--- config.mk ---
export PLATFORM = sky130hd
export DESIGN_NAME = tmo_oc_pwm
export DESIGN_NICKNAME = d
export VERILOG_FILES = /design/src/tmo_pkg.sv /design/src/tmo_oc_pwm.sv /design/src/tmo_chan_mem.sv
export VERILOG_INCLUDE_DIRS = /design/src
export SDC_FILE = /design/constraint.sdc
export NUM_CORES = 1
export LEC_CHECK = 0
export ABC_AREA = 1
export BUFFER_PORTS_ARGS = -buffer_cell sky130_fd_sc_hd__buf_2
export CAP_MARGIN = 20
export CORE_AREA = 5 5 171 173
export DETAILED_ROUTE_END_ITERATION = 6
export DIE_AREA = 0 0 176 178
export PLACE_DENSITY = 0.67
export SYNTH_ARGS = -nofsm -noshare
export SYNTH_HDL_FRONTEND = slang
export SYNTH_SLANG_ARGS = --single-unit
--- constraint.sdc ---
create_clock -name pclk -period 2.6 [get_ports pclk]
set_clock_uncertainty 0.2 [all_clocks]
set_input_delay 0.26 -clock pclk [delete_from_list [all_inputs] [get_ports pclk]]
set_output_delay 0.26 -clock pclk [all_outputs]
set_load 0.005 [all_outputs]
--- src/tmo_params.svh ---
// Constants of the output compare / PWM timer: offsets, resets, codes.
// Assumes byte addresses on an APB bus with 32-bit data words.
`ifndef TMO_PARAMS_SVH
`define TMO_PARAMS_SVH

// ---------------------------------------------------------------------
// Sizes
// ---------------------------------------------------------------------
`define TMO_NUM_CH 6
`define TMO_CNT_W 16
`define TMO_DIV_W 7

// ---------------------------------------------------------------------
// Register byte offsets
// ---------------------------------------------------------------------
`define TMO_ADDR_TSC 8'h00
`define TMO_ADDR_CNT 8'h04
`define TMO_ADDR_MOD 8'h08
`define TMO_ADDR_CH_BASE 8'h0C

// ---------------------------------------------------------------------
// Timer status/control bit positions
// ---------------------------------------------------------------------
`define TMO_TSC_OVF 7
`define TMO_TSC_OIE 6
`define TMO_TSC_STOP 5
`define TMO_TSC_RST 4
`define TMO_TSC_PS_HI 2

// ---------------------------------------------------------------------
// Reset values and codes
// ---------------------------------------------------------------------
`define TMO_MOD_RESET 16'hFFFF
`define TMO_STOP_RESET 1'h1
`define TMO_VAL_RESET 16'h0000

`endif

--- src/tmo_pkg.sv ---
// Types shared by the output compare / PWM timer files.
// Assumes nothing beyond the constants header.
`default_nettype none

package tmo_pkg;

  // -------------------------------------------------------------------
  // Bus word and channel control layout
  // -------------------------------------------------------------------
  typedef logic [31:0] tmo_word_type;

  // Channel control/status byte, bit 7 down to bit 0
  typedef struct packed {
    logic channel_event_flag;
    logic channel_irq_enable;
    logic mode_select_high;
    logic mode_select_low;
    logic edge_level_select_high;
    logic edge_level_select_low;
    logic toggle_on_overflow;
    logic max_duty_bit;
  } tmo_ctrl_type;

  // Compare action selected by the edge/level bits
  typedef enum logic [1:0] {
    TMO_ACT_NONE = 2'h0,
    TMO_ACT_TOGGLE = 2'h1,
    TMO_ACT_CLEAR = 2'h2,
    TMO_ACT_SET = 2'h3
  } tmo_action_type;

endpackage

`default_nettype wire

--- src/tmo_oc_pwm.sv ---
// Output compare and PWM timer: counter, prescaler, six compare
// channels with pair linking, APB register slave.
// Assumes one clock pclk and an APB master in the same domain.
//
// Added by the designer: the address map and the APB interface to the registers.
`default_nettype none
`include "tmo_params.svh"

// Operation
// - On counter match, set, clear or toggle pin per compare action.
// - Compare match can raise a per-channel interrupt request when enabled.
// - Unbuffered value writes take effect at once, no shadow copy.
// - Value written below the counter yields no match that period.
// - Compare request at pulse end; overflow request at period end.
// - Even channel link bit pairs 0/1, 2/3, 4/5 onto even pin.
// - Even set drives first; odd write takes over at next overflow.
// - Each later overflow selects the most recently written set.
// - Even control register governs linked pair; odd one unused.
// - Linked odd channel releases its pin for general use.
// - Toggle-on-overflow toggles pin at modulo; modulo sets period.
// - Pulse width is overflow-to-match time, set by compare value.
// - Modulo 0x00FF, prescaler zero gives 256 clock period.
// - Value 0x0080 with 8-bit period gives half duty; linear scale.
// - Unsynchronised unbuffered writes may disturb two periods.
// - Mode 01 unbuffered, 10 buffered; edge bits 10 clear, 11 set.
// - Link bit has priority over the other mode select bit.
// - No overflow toggle gives 0% duty; max bit with toggle 100%.
// - Flag set on every compare; request gated by enable bit.
module tmo_oc_pwm #(
  parameter int NUM_CH = `TMO_NUM_CH,
  parameter int CNT_W = `TMO_CNT_W
) (
  input wire logic pclk,
  input wire logic presetn,
  input wire logic [7:0] paddr,
  input wire logic psel,
  input wire logic penable,
  input wire logic pwrite,
  input wire tmo_pkg::tmo_word_type pwdata,
  output tmo_pkg::tmo_word_type prdata,
  output logic pready,
  output logic pslverr,
  output logic [NUM_CH-1:0] chan_pin,
  output logic [NUM_CH-1:0] chan_pin_oe,
  output logic [NUM_CH-1:0] chan_irq,
  output logic ovf_irq
);
  import tmo_pkg::*;

  localparam int NPAIR = NUM_CH / 2;

  // -------------------------------------------------------------------
  // Functions
  // -------------------------------------------------------------------
  // Channel decode: {hit, is_value, index}
  function automatic logic [4:0] decode_ch(input logic [7:0] a);
    logic [7:0] off;
    logic ok;
    off = a - `TMO_ADDR_CH_BASE;
    ok = (a >= `TMO_ADDR_CH_BASE) && (off[1:0] == 2'h0) &&
         (off[7:6] == 2'h0) && (int'(off[5:3]) < NUM_CH);
    decode_ch = {ok, off[2], off[5:3]};
  endfunction

  // Pin level after a compare action
  function automatic logic apply_act(input logic p, input logic [1:0] a);
    unique case (tmo_action_type'(a))
      TMO_ACT_TOGGLE: apply_act = ~p;
      TMO_ACT_CLEAR: apply_act = 1'b0;
      TMO_ACT_SET: apply_act = 1'b1;
      TMO_ACT_NONE: apply_act = p;
    endcase
  endfunction

  // -------------------------------------------------------------------
  // Bus phase decode
  // -------------------------------------------------------------------
  logic setup, wr_acc;
  logic [4:0] dec_acc, dec_set;
  logic val_wr, ctrl_wr, tsc_wr, mod_wr;
  logic [NUM_CH-1:0][CNT_W-1:0] val_q;

  // Writes take effect only at the access edge
  assign setup = psel & ~penable;
  assign wr_acc = psel & penable & pwrite;
  assign dec_acc = decode_ch(paddr);
  assign dec_set = dec_acc;
  assign val_wr = wr_acc & dec_acc[4] & dec_acc[3];
  assign ctrl_wr = wr_acc & dec_acc[4] & ~dec_acc[3];
  assign tsc_wr = wr_acc & (paddr == `TMO_ADDR_TSC);
  assign mod_wr = wr_acc & (paddr == `TMO_ADDR_MOD);

  // Value store: writes replace the compared word immediately
  tmo_chan_mem #(
    .NUM_CH(NUM_CH),
    .CNT_W(CNT_W)
  ) u_mem (
    .pclk(pclk),
    .presetn(presetn),
    .wr_en(val_wr),
    .wr_idx(dec_acc[2:0]),
    .wr_data(pwdata[CNT_W-1:0]),
    .val_q(val_q)
  );

  // -------------------------------------------------------------------
  // Counter and prescaler
  // -------------------------------------------------------------------
  logic [CNT_W-1:0] cnt_q, cnt_d, mod_q, mod_d, cnt_nxt;
  logic [`TMO_DIV_W-1:0] div_q, div_d, div_mask;
  logic [2:0] ps_q, ps_d;
  logic stop_q, stop_d, oie_q, oie_d, ovf_q, ovf_d;
  logic tick, ovf_evt;

  // Tick when the low ps bits of the divider are all ones
  assign div_mask = ~(7'h7F << ps_q);
  assign tick = ~stop_q & ((div_q & div_mask) == div_mask);
  assign ovf_evt = tick & (cnt_q == mod_q);
  assign cnt_nxt = ovf_evt ? '0 : cnt_q + 1'b1;

  // Next counter and timer control state
  always_comb begin
    cnt_d = cnt_q;
    div_d = div_q;
    mod_d = mod_q;
    ps_d = ps_q;
    stop_d = stop_q;
    oie_d = oie_q;
    ovf_d = ovf_q;
    if (!stop_q) begin
      div_d = div_q + 1'b1;
    end
    if (tick) begin
      cnt_d = cnt_nxt;
    end
    if (mod_wr) begin
      mod_d = pwdata[CNT_W-1:0];
    end
    if (tsc_wr) begin
      ps_d = pwdata[`TMO_TSC_PS_HI:0];
      stop_d = pwdata[`TMO_TSC_STOP];
      oie_d = pwdata[`TMO_TSC_OIE];
      if (pwdata[`TMO_TSC_OVF]) begin
        ovf_d = 1'b0;
      end
      // Counter reset also restarts the prescaler phase
      if (pwdata[`TMO_TSC_RST]) begin
        cnt_d = '0;
        div_d = '0;
      end
    end
    // Overflow set wins over a clear in the same cycle
    if (ovf_evt) begin
      ovf_d = 1'b1;
    end
  end

  // Counter registers; stopped after reset until software starts it
  always_ff @(posedge pclk or negedge presetn) begin
    if (!presetn) begin
      cnt_q <= '0;
      div_q <= '0;
      mod_q <= `TMO_MOD_RESET;
      ps_q <= 3'h0;
      stop_q <= `TMO_STOP_RESET;
      oie_q <= 1'b0;
      ovf_q <= 1'b0;
    end else begin
      cnt_q <= cnt_d;
      div_q <= div_d;
      mod_q <= mod_d;
      ps_q <= ps_d;
      stop_q <= stop_d;
      oie_q <= oie_d;
      ovf_q <= ovf_d;
    end
  end

  // -------------------------------------------------------------------
  // Channels
  // -------------------------------------------------------------------
  tmo_ctrl_type [NUM_CH-1:0] ctrl_q, ctrl_d;
  logic [NUM_CH-1:0] pin_q, pin_d, oe_c;
  logic [NPAIR-1:0] sel_q, sel_d, last_q, last_d;

  // Compare, pin and flag update for every channel
  always_comb begin
    int p;
    logic even, link, owned, oc, match;
    logic [CNT_W-1:0] act_val;
    tmo_ctrl_type c, w;
    p = 0;
    even = 1'b0;
    link = 1'b0;
    owned = 1'b0;
    oc = 1'b0;
    match = 1'b0;
    act_val = '0;
    c = '0;
    w = tmo_ctrl_type'(pwdata[7:0]);
    ctrl_d = ctrl_q;
    pin_d = pin_q;
    sel_d = sel_q;
    last_d = last_q;
    oe_c = '0;
    for (int i = 0; i < NUM_CH; i++) begin
      p = i / 2;
      even = (i % 2) == 0;
      c = ctrl_q[i];
      link = ctrl_q[2 * p].mode_select_high;
      // Linked even pin uses the selected register set
      act_val = (even && link && sel_q[p]) ? val_q[i | 1] : val_q[i];
      owned = even || !link;
      oc = owned && (c.mode_select_high || c.mode_select_low);
      // Match when the counter enters the value, so an earlier value
      // written after the counter passed it waits for the next period
      match = tick && oc && (cnt_nxt == act_val);
      oe_c[i] = oc && ({c.edge_level_select_high,
                        c.edge_level_select_low} != 2'h0);
      if (oc) begin
        if (ovf_evt && c.toggle_on_overflow) begin
          pin_d[i] = ~pin_q[i];
        end
        if (match) begin
          pin_d[i] = apply_act(pin_d[i], {c.edge_level_select_high,
                                          c.edge_level_select_low});
        end
        // Full duty holds the pulse level; no toggle keeps it still
        if (c.max_duty_bit && c.toggle_on_overflow) begin
          pin_d[i] = ~c.edge_level_select_low;
        end
      end
      if (ctrl_wr && (int'(dec_acc[2:0]) == i)) begin
        ctrl_d[i].channel_irq_enable = w.channel_irq_enable;
        ctrl_d[i].mode_select_high = even ? w.mode_select_high : 1'b0;
        ctrl_d[i].mode_select_low = w.mode_select_low;
        ctrl_d[i].edge_level_select_high = w.edge_level_select_high;
        ctrl_d[i].edge_level_select_low = w.edge_level_select_low;
        ctrl_d[i].toggle_on_overflow = w.toggle_on_overflow;
        ctrl_d[i].max_duty_bit = w.max_duty_bit;
        if (w.channel_event_flag) begin
          ctrl_d[i].channel_event_flag = 1'b0;
        end
        // A fresh link starts on the even set
        if (even && w.mode_select_high && !c.mode_select_high) begin
          sel_d[p] = 1'b0;
          last_d[p] = 1'b0;
        end
      end
      // Hardware set wins over a software clear
      if (match) begin
        ctrl_d[i].channel_event_flag = 1'b1;
      end
    end
    for (int k = 0; k < NPAIR; k++) begin
      if (val_wr && (int'(dec_acc[2:1]) == k)) begin
        last_d[k] = dec_acc[0];
      end
      if (!ctrl_q[2 * k].mode_select_high) begin
        sel_d[k] = 1'b0;
      end else if (ovf_evt) begin
        sel_d[k] = last_d[k];
      end
    end
  end

  // Channel registers
  always_ff @(posedge pclk or negedge presetn) begin
    if (!presetn) begin
      ctrl_q <= '0;
      pin_q <= '0;
      sel_q <= '0;
      last_q <= '0;
    end else begin
      ctrl_q <= ctrl_d;
      pin_q <= pin_d;
      sel_q <= sel_d;
      last_q <= last_d;
    end
  end

  // Requests are flag and enable; odd flags never set while linked
  always_comb begin
    for (int i = 0; i < NUM_CH; i++) begin
      chan_irq[i] = ctrl_q[i].channel_event_flag &
                    ctrl_q[i].channel_irq_enable;
    end
  end
  assign ovf_irq = ovf_q & oie_q;
  assign chan_pin = pin_q;
  assign chan_pin_oe = oe_c;

  // -------------------------------------------------------------------
  // APB read path
  // -------------------------------------------------------------------
  tmo_word_type rd_q, rd_d;
  logic hit_q, hit_d;

  // Read data and address check are latched in the setup cycle, so
  // the access phase never waits
  always_comb begin
    rd_d = rd_q;
    hit_d = hit_q;
    if (setup) begin
      rd_d = '0;
      hit_d = 1'b1;
      if (paddr == `TMO_ADDR_TSC) begin
        rd_d[`TMO_TSC_OVF] = ovf_q;
        rd_d[`TMO_TSC_OIE] = oie_q;
        rd_d[`TMO_TSC_STOP] = stop_q;
        rd_d[`TMO_TSC_PS_HI:0] = ps_q;
      end else if (paddr == `TMO_ADDR_CNT) begin
        rd_d[CNT_W-1:0] = cnt_q;
      end else if (paddr == `TMO_ADDR_MOD) begin
        rd_d[CNT_W-1:0] = mod_q;
      end else if (dec_set[4] && dec_set[3]) begin
        rd_d[CNT_W-1:0] = val_q[dec_set[2:0]];
      end else if (dec_set[4]) begin
        rd_d[7:0] = ctrl_q[dec_set[2:0]];
      end else begin
        hit_d = 1'b0;
      end
    end
  end

  // Read data register
  always_ff @(posedge pclk or negedge presetn) begin
    if (!presetn) begin
      rd_q <= '0;
      hit_q <= 1'b0;
    end else begin
      rd_q <= rd_d;
      hit_q <= hit_d;
    end
  end

  assign prdata = rd_q;
  assign pready = 1'b1;
  assign pslverr = psel & penable & ~hit_q;

endmodule

`default_nettype wire

--- src/tmo_chan_mem.sv ---
// Store of the channel compare values, one word per channel.
// Assumes one write request per cycle from the bus slave.
`default_nettype none
`include "tmo_params.svh"

module tmo_chan_mem #(
  parameter int NUM_CH = `TMO_NUM_CH,
  parameter int CNT_W = `TMO_CNT_W
) (
  input wire logic pclk,
  input wire logic presetn,
  input wire logic wr_en,
  input wire logic [2:0] wr_idx,
  input wire logic [CNT_W-1:0] wr_data,
  output logic [NUM_CH-1:0][CNT_W-1:0] val_q
);
  import tmo_pkg::*;

  logic [NUM_CH-1:0][CNT_W-1:0] val_d;

  // Next values: only the addressed word changes
  always_comb begin
    val_d = val_q;
    if (wr_en && (int'(wr_idx) < NUM_CH)) begin
      val_d[wr_idx] = wr_data;
    end
  end

  // All words are registers so the comparators see them in parallel
  always_ff @(posedge pclk or negedge presetn) begin
    if (!presetn) begin
      val_q <= '0;
    end else begin
      val_q <= val_d;
    end
  end

endmodule

`default_nettype wire

Yosys cells after proc, flatten, opt, wreduce, memory -nomap -nowiden
Cells that the tools add are included.
{"block": "word_totals", "word_cells": 359, "register_bits": 215, "inputBits": 45, "out_inout_bits": 53}
{"block": "op_classes", "reduce_logical": 101, "n_lt_le_gt_ge": 4, "eq_ne": 41, "add_sub_neg": 3, "shifts": 1, "bitwise_logic": 42, "n_mux": 97}
{"operator": "2-to-1 mux 16 bit", "count": 11}
{"operator": "equality test 16 bit", "count": 7}
{"operator": "bitwise mux 96 bit", "count": 1}
{"operator": "2-to-1 mux 8 bit", "count": 11}
{"operator": "2-to-1 mux 1 bit", "count": 59}
{"operator": "logical AND 1 bit", "count": 54}
{"operator": "binary-select mux 16 bit (select 3 bit)", "count": 1}
{"operator": "demux 16 bit (select 3 bit)", "count": 1}
{"operator": "nonzero test 2 bit", "count": 20}
{"operator": "equality test 2 bit, second input constant", "count": 14}
{"operator": "binary-select mux 8 bit (select 3 bit)", "count": 1}
{"operator": "case mux 1 bit (4 select lines)", "count": 6}
{"operator": "inverter 1 bit", "count": 22}
{"operator": "2-to-1 mux 7 bit", "count": 3}
{"operator": "AND reduction 2 bit", "count": 10}
{"operator": "AND 1 bit", "count": 18}
{"operator": "zero test 2 bit", "count": 9}
{"operator": "inequality test 3 x 2 -> 1 bit, second input constant", "count": 6}
{"operator": "adder 16 x 1 -> 16 bit, second input constant", "count": 1}
{"operator": "equality test 2 x 1 -> 1 bit, second input constant", "count": 6}
{"operator": "equality test 3 bit, second input constant", "count": 4}
{"operator": "equality test 8 x 3 -> 1 bit, second input constant", "count": 1}
{"operator": "equality test 8 x 4 -> 1 bit, second input constant", "count": 1}
{"operator": "greater-or-equal comparator 8 x 4 -> 1 bit, second input constant", "count": 1}
{"operator": "other kinds (16)", "count": 21}

Logic depth before layout (Yosys ltp)
Gate-level depths: netlist (run 1).
{"block": "logic_depth", "word_depth": 13, "ltp_mapped": 19, "depth_no_buf": 19}

Modules after synthesis
Synthesis (run 1) repeated with hierarchy kept, for this count alone.
{"block": "unflattened", "cells_unflattened": 2222, "hier_area_um2": 14528.9}
{"module": "tmo_oc_pwm", "cells_each": 1800, "n_inst": 1, "area_each_um2": 10759.1, "seq_area_each_um2": 2999.1}
{"module": "tmo_chan_mem", "cells_each": 422, "n_inst": 1, "area_each_um2": 3769.9, "seq_area_each_um2": 2402.3}

Least setup slack after synthesis (run 1)
No wires, ideal clock.
{"block": "synth_timing", "kind": "input-to-reg", "start": "input port paddr[2]", "end": "register rd_q[13] (netlist: prdata[13])", "setup_ns": 0.066, "slack_ns": 0.251, "stages": 11, "t_required_ns": 2.334, "path_buffers": 3, "t_arrival_ns": 2.084, "cell_sequence": "inv_1 ha_1 clkbuf_1 clkbuf_1 clkbuf_1 nor3_1 a211oi_1 o2111ai_1 o211ai_1 o211ai_1 nand2_1"}
{"block": "synth_via", "elab_chain_len": 9, "word_cells_on_any_way": 17, "cone_classes": "add/sub (1); order compare (2); eq/ne (2); mux (6); reduce/logical (6)"}
{"item": "start: declaration", "line": "tmo_oc_pwm.sv:35", "source": "input wire logic [7:0] paddr,"}
{"item": "branches (longest 8 deep; another with subtractor 8 x 4 -> 8 bit)"}
{"item": "2-to-1 mux 8 bit (*)", "line": "tmo_oc_pwm.sv:307", "source": "if (paddr == `TMO_ADDR_TSC) begin"}
{"item": "end signal: assignment", "line": "tmo_oc_pwm.sv:332", "source": "rd_q <= rd_d;"}
{"item": "end: declaration", "line": "tmo_oc_pwm.sv:296", "source": "tmo_word_type rd_q, rd_d;"}
Mark *: on every way between the ends. The select of a mux whose other input is x is not followed.
A chain may end at the register's enable or synchronous reset.

Worst setup path in the final report (run 1)
{"block": "layout_timing", "start": "register mod_q[8]", "end": "register pin_q[0] (netlist: chan_pin[0])"}
{"block": "layout_via", "elab_chain_len": 9, "word_cells_on_any_way": 12, "cone_classes": "eq/ne (2); mux (6); bitwise (2); reduce/logical (2)"}
{"item": "start: declaration", "line": "tmo_oc_pwm.sv:109", "source": "logic [CNT_W-1:0] cnt_q, cnt_d, mod_q, mod_d, cnt_nxt;"}
{"item": "start signal: assignment", "line": "tmo_oc_pwm.sv:163", "source": "mod_q <= `TMO_MOD_RESET;"}
{"item": "start signal: assignment", "line": "tmo_oc_pwm.sv:171", "source": "mod_q <= mod_d;"}
{"item": "equality test 16 bit (*)", "line": "tmo_oc_pwm.sv:118", "source": "assign ovf_evt = tick & (cnt_q == mod_q);"}
{"item": "AND 1 bit (*)", "line": "tmo_oc_pwm.sv:118"}
{"item": "logical AND 1 bit", "line": "tmo_oc_pwm.sv:221", "source": "if (ovf_evt && c.toggle_on_overflow) begin"}
{"item": "2-to-1 mux 1 bit", "line": "tmo_oc_pwm.sv:221"}
{"item": "2-to-1 mux 1 bit", "line": "tmo_oc_pwm.sv:220", "source": "if (oc) begin"}
{"item": "inverter 1 bit", "line": "tmo_oc_pwm.sv:68", "source": "TMO_ACT_TOGGLE: apply_act = ~p;"}
{"item": "case mux 1 bit (4 select lines)", "line": "tmo_oc_pwm.sv:67", "source": "unique case (tmo_action_type'(a))"}
{"item": "2-to-1 mux 1 bit (*)", "line": "tmo_oc_pwm.sv:224", "source": "if (match) begin"}
{"item": "2-to-1 mux 1 bit (*)", "line": "tmo_oc_pwm.sv:229", "source": "if (c.max_duty_bit && c.toggle_on_overflow) begin"}
{"item": "end signal: assignment", "line": "tmo_oc_pwm.sv:276", "source": "pin_q <= pin_d;"}
{"item": "end: declaration", "line": "tmo_oc_pwm.sv:183", "source": "logic [NUM_CH-1:0] pin_q, pin_d, oe_c;"}
Mark *: on every way between the ends. The rest lies on a longest branch, timed or not. The select of a mux whose other input is x is not followed.

==> results of run 1 <==
[kinds of logic after synthesis]
| group | share of synthesized area |
|---|---|
| AND/OR/NAND/NOR | 0.312 |
| AO/OA/AOI/OAI | 0.173 |
| buffers and inverters | 0.0934 |
| flip-flops | 0.400 |
| XOR/XNOR | 0.0122 |
| adder cells (fa/ha/maj) | 0.00556 |
| multiplexers | 0.00250 |
| other | 0.000557 |
[cell usage after synthesis (16+ instances only)]
cell type,instances,share of area
nand2_1,630,0.18
o21ai_0,255,0.095
dfrtp_1,198,0.37
inv_1,191,0.053
nor2_1,149,0.041
nand3_1,114,0.042
clkbuf_1,73,0.020
a21oi_1,70,0.026
nor3_1,26,0.0096
nand3b_1,24,0.013
o21ai_1,23,0.0085
nand2_2,20,0.0093
nand4_1,19,0.0088
o211ai_1,19,0.011
buf_4,17,0.0095
dfstp_2,17,0.033
xor2_1,16,0.010
[state kept, by name (all words and copies together) (netlist names)]
name,count
u_mem.val_q,96
ctrl_q,45
cnt_q,16
mod_q,16
prdata,16
div_q,7
chan_pin,6
last_q,3
ps_q,3
sel_q,3
hit_q,1
oie_q,1
ovf_q,1
stop_q,1
[report_power, final]
group	switching, mW	total (mW)	internal (mW)	leakage [nW]
Clock	1.44	3.43	1.99	0.383
Sequential	0.113	3.57	3.46	2.85
Combinational	0.899	1.49	0.591	5.35
Total	2.45	8.49	6.04	8.58
[through the flow]
stage / std cells / setup WS (ns)
floorplan: 1992 / 0.251
global placement: 2522 / -0.382
detailed placement: 2522 / -0.373
CTS: 2595 / -0.143
global route: 2616 / -0.351
finish: 2616 / -0.219
[what timing repair did]
item,CTS,global route
endpoints found under the hold margin,273,0
buffers inserted,10,20
pin swaps,28,52
gates cloned,5,0
hold buffers,16,0
endpoints found under the setup margin,12,12
resized for setup,63,70
[path summary, 6_finish.rpt]
check,to
min,hit_q$_DFFE_PN0P_
max,chan_pin[0]$_DFFE_PN0P_
max reg2reg,chan_pin[0]$_DFFE_PN0P_
max in group asynchronous,ctrl_q[11]$_DFFE_PN0P_
min in group asynchronous,prdata[15]$_DFFE_PN0P_
min reg2reg,prdata[9]$_DFFE_PN0P_
[worst reg2reg max path: stages, from the launching register on]
cell      delay (ns)
dfstp_2         0.53
inv_1           0.05
nand2_1         0.05
nand2_1         0.07
nor2_2          0.13
nand2_2         0.08
nor2_4          0.16
nand3_4         0.10
buf_12          0.17
buf_12          0.14
buf_16          0.14
nand3b_1        0.11
nand2_1         0.08
nor2_1          0.11
nand2_1         0.09
nor2_2          0.17
nand3_2         0.11
nand2_2         0.08
nand3_2         0.06
a21oi_2         0.13
[cell type report]
type | count | area (um2) | share of cell area
timing repair buffer | 340 | 2910 | 0.165
inverter | 201 | 758 | 0.0430
tap | 346 | 433 | 0.0246
antenna | 1 | 2.50 | 0.000142
sequential | 215 | 5410 | 0.307
clock inverter | 9 | 77.6 | 0.00440
multi-input combinational | 1470 | 7320 | 0.416
clock buffer | 34 | 709 | 0.0403
[layer usage]
metal,routed length (um),up-vias,GRT usage
met5,8,-,0
met4,2360,2,0.116
met3,5280,138,0.0566
met2,21600,791,0.469
met1,21100,7040,0.452
li1,-,6982,-
==> metrics.txt, run 1 <==
status=complete, but fails checks; failing checks=negative setup slack; vias in the first global route=~13k; sequential cell area fraction in the yosys report=0.400; DRT antenna net count=0; Max stage delay on crit path=0.53 ns; startpoint types=flip-flop; DRC violations left=0; share of layout cells above drive strength 1=0.225; crit-path cells=inv_1 -> nand2_1 -> nand2_1 -> nor2_2 -> nand2_2 -> nor2_4 -> nand3_4 -> buf_12 -> buf_12 -> buf_16 -> nand3b_1 -> nand2_1 -> nor2_1 -> nand2_1 -> nor2_2 -> nand3_2 -> nand2_2 -> nand3_2 -> a21oi_2; grt ovf=0; Distinct cells, synth=48; Sink Count=215; worst r2r src=mod_q[8]$_DFFE_PN1P_; Setup crit start=mod_q[8]$_DFFE_PN1P_; Synth warnings=0; Slew @ Worst Pin=approximately 0.83 ns; CTS tree=done; Longest Clk Path Bufs=3; slew margin rel.=0.448; Top delay family on crit path=simple AND/OR/NAND/NOR gates; Fill cells=2464; Hold Vio Cnt, Final=0; Pre-antenna DRT Iters=6; ys flop type=dfrtp_1; nets@finish=2303; Max VDD drop=0.461 mV; Total GRT Usage=0.312; CP bufs+invs=4; maximum clock frequency=355 MHz; port bufs=64; max-slew violations=0; Tcrit/Tclk final=1.08; Final Instance Area=17600 um2; CP endpoint kind=flip-flop; Synth Area per Inst=between 6 and 7 um2; Post-Synthesis Cell Area=13500 um2; Chip Width=176 um; hold_ws=0.0688 ns; Crit path top cell by count=nand2_1; leakage=8.58 nW; R2R setup slack=-0.22 ns; post-DR vias/cell=5.72; Core Area=27500 um2; Final setup viols=11; Post-synth ARST share=1.00; die area=31300 um2; Req. time, crit path=2.86 ns; RSZ-0062 raised after global routing=yes; placed cell areas=15800 um2; Final Util=0.641; initial antenna violation count=2; hpwl dp=36300 um; io pins=98; Crit path depth=19; largest net degree at the start of global routing=63; Vias=15.0k; Min-Delay Path Depth=4; first-pass GRT wire length=76300 um; commonest non-fill, non-tap cell in the layout=nand2_1; Initial Util=0.491; worst reg-to-reg path cell count=19; Worst path slowest cell=dfstp_2; Final Wtd Congestion=1.01; PwrDens=482 nW/um2; register bit total from synthesis=215; Mapped Cells=1977; number of synthesized flops with an enable pin=0; MaxCap Viol Count=0; Setup TNS=-1.48 ns; Worst EP arrival=3.08 ns; row count=61; worst min-delay path category=input port to flip-flop; die height=about 180 um; worst hold start=paddr[7]; most frequent cells in the layout=nand2_1 (614), o21ai_0 (252), buf_4 (217); minimum clock period=2.82 ns; Wirelength per Cell=19.2 um; total CTS buffers=24; initial DRC count=around 1.7k; Total Power=approximately 8.5 mW; P&R area growth vs syn=30.6%; Final WS setup=-0.219 ns; CTS clk-pin slew, worst paths=0.06 ns; critical setup path kind=flip-flop to flip-flop; Clk Latency, worst-skew pair=roughly 0.54 ns; CP max FO=8; Root Buffer=clkbuf_16; H-tree levels=1; Routed WL=just over 50000 um
(Power assumes the default switching activity.)
==> inputs of run 2 (changes only) <==
==> constraint.sdc (replaced) <==
create_clock -name pclk -period 2.6 [get_ports pclk]
set_clock_uncertainty 0.2 [all_clocks]
set_input_delay 0.13 -clock pclk [delete_from_list [all_inputs] [get_ports pclk]]
set_output_delay 0.13 -clock pclk [all_outputs]
set_load 0.005 [all_outputs]
==> metrics.txt, run 2 (synthesis results as in run 1) <==
status=complete, but fails checks (unchanged); failing checks=negative setup slack (unchanged); Final Wtd Congestion=1.01 (about the same); worst min-delay path category=input port to flip-flop (unchanged); Core Area=27500 um2 (unchanged); most frequent cells in the layout=nand2_1 (598), o21ai_0 (253), buf_4 (206) (was nand2_1 (614), o21ai_0 (252), buf_4 (217)); largest reg by FF count=u_mem.val_q (unchanged); Initial Util=0.491 (unchanged); Sw Ratio=0.275 (was 0.288); Final WS setup=-0.199 ns (was -0.219 ns); placed cell areas=15500 um2 (was 15800 um2); n_diodes=0 (was 1); P&R area growth vs syn=29.9% (was 30.6%); reg2reg end=chan_pin[1]$_DFFE_PN0P_ (was chan_pin[0]$_DFFE_PN0P_); die area=31300 um2 (unchanged); Pre-antenna DRT Iters=5 (was 6); Total GRT Usage=0.319 (was 0.312); Worst path slowest cell=dfstp_2 (unchanged); Setup TNS=-1.32 ns (was -1.48 ns); hpwl dp=36900 um (was 36300 um); met1 Track Usage GR=0.463 (was 0.452); H-tree levels=1 (unchanged); Max VDD drop=0.474 mV (was 0.461 mV); Final Instance Area=17500 um2 (was 17600 um2); crit-path cells=inv_1 -> nand2_1 -> nand2_2 -> nor2_2 -> nand2_2 -> nor2_4 -> nand3_4 -> buf_8 -> buf_16 -> buf_6 -> nand3_1 -> nand3_1 -> nor2_2 -> buf_4 -> nand3_4 -> nand2_1 -> nand3_1 -> a21oi_2 (was inv_1 -> nand2_1 -> nand2_1 -> nor2_2 -> nand2_2 -> nor2_4 -> nand3_4 -> buf_12 -> buf_12 -> buf_16 -> nand3b_1 -> nand2_1 -> nor2_1 -> nand2_1 -> nor2_2 -> nand3_2 -> nand2_2 -> nand3_2 -> a21oi_2); DRC violations left=0 (unchanged); RSZ-0062 raised after global routing=yes (unchanged); R2R setup slack=-0.20 ns (was -0.22 ns); row count=61 (unchanged); Hold Vio Cnt, Final=0 (unchanged); Logic pwr share=0.160 (was 0.175); Sequential cell area=5410 um2 (about the same); initial DRC count=1845 (was 1719); Sink Count=215 (unchanged); Wirelength per Cell=19.4 um (was 19.2 um); internal power=6.50 mW (was 6.04 mW); first-pass GRT wire length=78200 um (was 76300 um); CP max FO=7 (was 8); Crit path top cell by count=nand3_1 (was nand2_1); Chip Width=176 um (unchanged); die height=178 um (unchanged); Min-Delay Path Depth=5 (was 4); CP endpoint kind=flip-flop (unchanged); leakage=8.52 nW (was 8.58 nW); Routed WL=50600 um (was 50300 um); Longest Clk Path Bufs=3 (unchanged); max-slew violations=0 (unchanged); critical setup path kind=flip-flop to flip-flop (unchanged); Clk Latency, worst-skew pair=0.54 ns (about the same); sequential power share=0.398 (was 0.421); worst r2r src=mod_q[4]$_DFFE_PN1P_ (was mod_q[8]$_DFFE_PN1P_); GRT met2 Usage=0.500 (was 0.469); Tcrit/Tclk final=1.08 (about the same); Fill cells=2486 (was 2464); share of layout cells above drive strength 1=0.225 (about the same); biggest regs=u_mem.val_q (96), ctrl_q (45) (unchanged); minimum clock period=2.80 ns (was 2.82 ns); Req. time, crit path=2.87 ns (was 2.86 ns); startpoint types=flip-flop (unchanged); commonest non-fill, non-tap cell in the layout=nand2_1 (unchanged); PwrDens=512 nW/um2 (was 482 nW/um2); met3 Use GR=0.0534 (was 0.0566); largest net degree at the start of global routing=60 (was 63); Vias=14.8k (was 15.0k); CTS tree=done (unchanged); worst reg-to-reg path cell count=18 (was 19); Final setup viols=10 (was 11); maximum clock frequency=357 MHz (was 355 MHz); io pins=98 (unchanged); port bufs=64 (unchanged); MaxCap Viol Count=0 (unchanged); DRT antenna net count=0 (unchanged); nets@finish=2290 (was 2303); initial antenna violation count=0 (was 2); Worst Hold End=prdata[2]$_DFFE_PN0P_ (was hit_q$_DFFE_PN0P_); worst hold start=paddr[0] (was paddr[7]); post-DR vias/cell=5.69 (was 5.72); switching pwr=2.47 mW (was 2.45 mW); Max stage delay on crit path=0.54 ns (was 0.53 ns); Root Buffer=clkbuf_16 (unchanged); clock share of power=0.442 (was 0.404); Multi-input gate area=7330 um2 (was 7320 um2); grt ovf=0 (unchanged); slew margin rel.=0.431 (was 0.448); max reg flops=96 (unchanged); Final Util=0.638 (was 0.641); total CTS buffers=25 (was 24); Worst EP arrival=3.07 ns (was 3.08 ns); vias in the first global route=13.8k (was 13.5k); Most Used Layer, Global Route=met2 (unchanged); Slew @ Worst Pin=0.852 ns (was 0.827 ns); CTS clk-pin slew, worst paths=0.06 ns (about the same)
-- run 2: area by class of cell --
type	count	share of cell area
clock inverters	12	0.0110
clock buffers	34	0.0422
repair buffers	326	0.152
inverters	201	0.0431
multi-input cells	1470	0.419
well taps	346	0.0247
flip-flops and latches	215	0.308
-- run 2: metrics by stage --
step,hold slack (ns),cells,power [mW],worst slack [ns]
floorplan,-0.366,1992,4.29,0.259
global placement,-0.0852,2505,4.90,-0.233
detailed placement,-0.0932,2505,4.91,-0.268
CTS,0.00665,2597,8.95,-0.117
global route,0.0640,2604,9.30,-0.338
finish,0.0264,2604,8.97,-0.199
-- run 2: worst max-delay path, delay by kind of cell (launching register included) --
kind	cells	cell delay (ns)
and+or+nand+nor	12	1.15
buffers and inverters	5	0.69
DFF	1	0.54
AOI/OAI and AO/OA	1	0.11
-- run 2: what timing repair did --
item / CTS / global route
endpoints found under the setup margin: 10 / 12
resized for setup: 67 / 81
hold endpoints to repair: 301 / 0
pin swaps: 34 / 40
buffers inserted: 24 / 7
cloned: 3 / 0
hold buffers: 20 / 0
-- run 2: metal layers --
| layer | part of all wire | up-vias |
|---|---|---|
| met5 | 0 | - |
| met4 | 0.028 | 0 |
| met3 | 0.097 | 92 |
| met2 | 0.44 | 727 |
| met1 | 0.43 | 7044 |
| li1 | - | 6957 |
-- run 2: how the worst max path moves through the flow --
| stage | cells after the start | startpoint | end |
|---|---|---|---|
| 2_1_floorplan | 15 | cnt_q[0]$_DFF_PN0_ | chan_pin[4]$_DFFE_PN0P_ |
| 3_3_place_gp | 17 | mod_q[0]$_DFFE_PN1P_ | chan_pin[0]$_DFFE_PN0P_ |
| 3_5_place_dp | 17 | mod_q[4]$_DFFE_PN1P_ | chan_pin[0]$_DFFE_PN0P_ |
| 4_1_cts | 17 | mod_q[9]$_DFFE_PN1P_ | chan_pin[5]$_DFFE_PN0P_ |
| 5_1_grt | 17 | cnt_q[14]$_DFF_PN0_ | chan_pin[4]$_DFFE_PN0P_ |
| 6_report | 18 | mod_q[4]$_DFFE_PN1P_ | chan_pin[1]$_DFFE_PN0P_ |
-- run 2: power groups by stage --
stage	clock network (mW)	logic (mW)	registers, mW
2_1_floorplan	0	0.679	3.61
3_3_place_gp	0	1.27	3.63
3_5_place_dp	0	1.29	3.62
4_1_cts	4.01	1.38	3.57
5_1_grt	4.14	1.57	3.58
6_report	3.96	1.44	3.57
==> inputs of run 3 (changes only) <==
- SKIP_LAST_GASP: not set -> 1
==> metrics.txt, run 3 (synthesis results as in run 1) <==
worst min-delay path category=input port to flip-flop (unchanged); sequential power share=0.398 (about the same); switching pwr=2.47 mW (about the same); Chip Width=176 um (unchanged); hpwl dp=36900 um (unchanged); Longest Clk Path Bufs=3 (unchanged); CP endpoint kind=flip-flop (unchanged); Max VDD drop=0.474 mV (about the same); Fill cells=2486 (unchanged); Worst EP arrival=3.04 ns (was 3.07 ns); slew margin rel.=0.437 (was 0.431); Routed WL=50600 um (about the same); Sink Count=215 (unchanged); GRT met2 Usage=0.500 (unchanged); initial DRC count=1808 (was 1845); maximum clock frequency=361 MHz (was 357 MHz); met3 Use GR=0.0534 (unchanged); met1 Track Usage GR=0.463 (about the same); grt ovf=0 (unchanged); Tcrit/Tclk final=1.07 (was 1.08); Pre-antenna DRT Iters=7 (was 5); row count=61 (unchanged); Final WS setup=-0.170 ns (was -0.199 ns); Setup TNS=-1.13 ns (was -1.32 ns); share of layout cells above drive strength 1=0.223 (was 0.225); minimum clock period=2.77 ns (was 2.80 ns); critical setup path kind=flip-flop to flip-flop (unchanged); worst reg-to-reg path cell count=18 (unchanged); pre-CTS WS=-0.268 ns (unchanged); PwrDens=513 nW/um2 (was 512 nW/um2); Total Power=8.97 mW (about the same); R2R setup slack=-0.17 ns (was -0.20 ns); nets@finish=2289 (was 2290); DRT antenna net count=0 (unchanged); Worst Hold End=prdata[2]$_DFFE_PN0P_ (unchanged); first-pass GRT wire length=78200 um (about the same); leakage=8.50 nW (was 8.52 nW); RSZ-0062 raised after global routing=yes (unchanged); Final setup viols=10 (unchanged); Most Used Layer, Global Route=met2 (unchanged); die height=178 um (unchanged); biggest regs=u_mem.val_q (96), ctrl_q (45) (unchanged); Slew @ Worst Pin=0.843 ns (was 0.852 ns); Wirelength per Cell=19.4 um (about the same); DRC violations left=4 (was 0); Initial Util=0.491 (unchanged); vias in the first global route=13.8k (about the same); largest reg by FF count=u_mem.val_q (unchanged); Sw Ratio=0.275 (about the same); Min-Delay Path Depth=5 (unchanged); MaxCap Viol Count=0 (unchanged); initial antenna violation count=0 (unchanged); io pins=98 (unchanged); startpoint types=flip-flop (unchanged); P&R area growth vs syn=29.6% (was 29.9%); worst r2r src=mod_q[6]$_DFFE_PN1P_ (was mod_q[4]$_DFFE_PN1P_); internal power=6.50 mW (about the same); Logic pwr share=0.160 (about the same); clock share of power=0.442 (about the same); post-DR vias/cell=5.67 (was 5.69); worst hold start=paddr[0] (unchanged); port bufs=64 (unchanged); CTS clk-pin slew, worst paths=0.06 ns (about the same); Hold Vio Cnt, Final=0 (unchanged); failing checks=design-rule violations, negative setup slack (was negative setup slack); Req. time, crit path=2.87 ns (about the same); H-tree levels=1 (unchanged); Final Wtd Congestion=1.01 (unchanged); most frequent cells in the layout=nand2_1 (600), o21ai_0 (254), buf_4 (205) (was nand2_1 (598), o21ai_0 (253), buf_4 (206)); die area=31300 um2 (unchanged); Core Area=27500 um2 (unchanged); Vias=14.8k (about the same); commonest non-fill, non-tap cell in the layout=nand2_1 (unchanged); CTS tree=done (unchanged); reg2reg end=chan_pin[1]$_DFFE_PN0P_ (unchanged); Root Buffer=clkbuf_16 (unchanged); max-slew violations=0 (unchanged); max reg flops=96 (unchanged); Total GRT Usage=0.319 (about the same); CP max FO=7 (unchanged); total CTS buffers=25 (unchanged); status=complete, but fails checks (unchanged); Clk Latency, worst-skew pair=0.54 ns (about the same); largest net degree at the start of global routing=60 (unchanged); n_diodes=0 (unchanged)
run 3: routing by layer:
metal / wire length, um / part of all wire
met1: 22000 / 0.43
met2: 22300 / 0.44
met3: 4900 / 0.097
met4: 1360 / 0.027
met5: 0 / 0
run 3: power groups by stage:
stage	clock, mW	sequential, mW	combinational [mW]
floorplan	0	3.61	0.679
global placement	0	3.63	1.27
detailed placement	0	3.62	1.29
CTS	4.01	3.57	1.37
global route	4.14	3.58	1.57
finish	3.96	3.57	1.43
run 3: critical path, cell delays in order, from the launching register on:
cell and delay (ns):
dfstp_2 0.54, inv_2 0.05, nand2_2 0.05, nand2_1 0.04
nor2_1 0.12, nand2_2 0.10, nor2_4 0.15, nand3_4 0.17
buf_8 0.20, buf_16 0.14, buf_6 0.12, nand3_1 0.06
nand3_1 0.09, nor2_2 0.16, buf_4 0.18, nand3_4 0.08
nand2_1 0.06, nand3_1 0.07, a21oi_2 0.11
run 3: layout make-up:
type                            instances  area [um2]  share of cell area
Multi-Input combinational cell       1470        7310               0.418
Clock buffer                           34         739              0.0423
Tap cell                              346         433              0.0248
Sequential cell                       215        5410               0.309
Timing Repair Buffer                  325        2650               0.151
Inverter                              201         754              0.0432
Clock inverter                         12         193              0.0110
run 3: stage by stage:
step           instances  area, um2  utilization  hold slack, ns
2_1_floorplan       1992      13500            -          -0.366
3_3_place_gp        2505      15500        0.565         -0.0852
3_5_place_dp        2505      15500        0.565         -0.0932
4_1_cts             2597      17100        0.624         0.00665
5_1_grt             2603      17500        0.636          0.0641
6_report            2603      17500        0.636          0.0254
run 3: timing repair:
item | 4_1_cts | 5_1_grt
pin swaps | 34 | 44
setup buffers | 24 | 6
setup endpoints to repair | 10 | 12
hold endpoints to repair | 301 | 0
gates cloned | 3 | 0
gates resized for setup | 66 | 78
hold buffers | 20 | 0
run 3: worst max path at each step:
| stage | to | startpoint | depth (start not counted) |
|---|---|---|---|
| 5_1_grt | chan_pin[2]$_DFFE_PN0P_ | mod_q[3]$_DFFE_PN1P_ | 18 |
| 3_5_place_dp | chan_pin[0]$_DFFE_PN0P_ | mod_q[4]$_DFFE_PN1P_ | 17 |
| 4_1_cts | chan_pin[5]$_DFFE_PN0P_ | mod_q[9]$_DFFE_PN1P_ | 17 |
| 3_3_place_gp | chan_pin[0]$_DFFE_PN0P_ | mod_q[0]$_DFFE_PN1P_ | 17 |
| 2_1_floorplan | chan_pin[4]$_DFFE_PN0P_ | cnt_q[0]$_DFF_PN0_ | 15 |
| 6_report | chan_pin[1]$_DFFE_PN0P_ | mod_q[6]$_DFFE_PN1P_ | 18 |
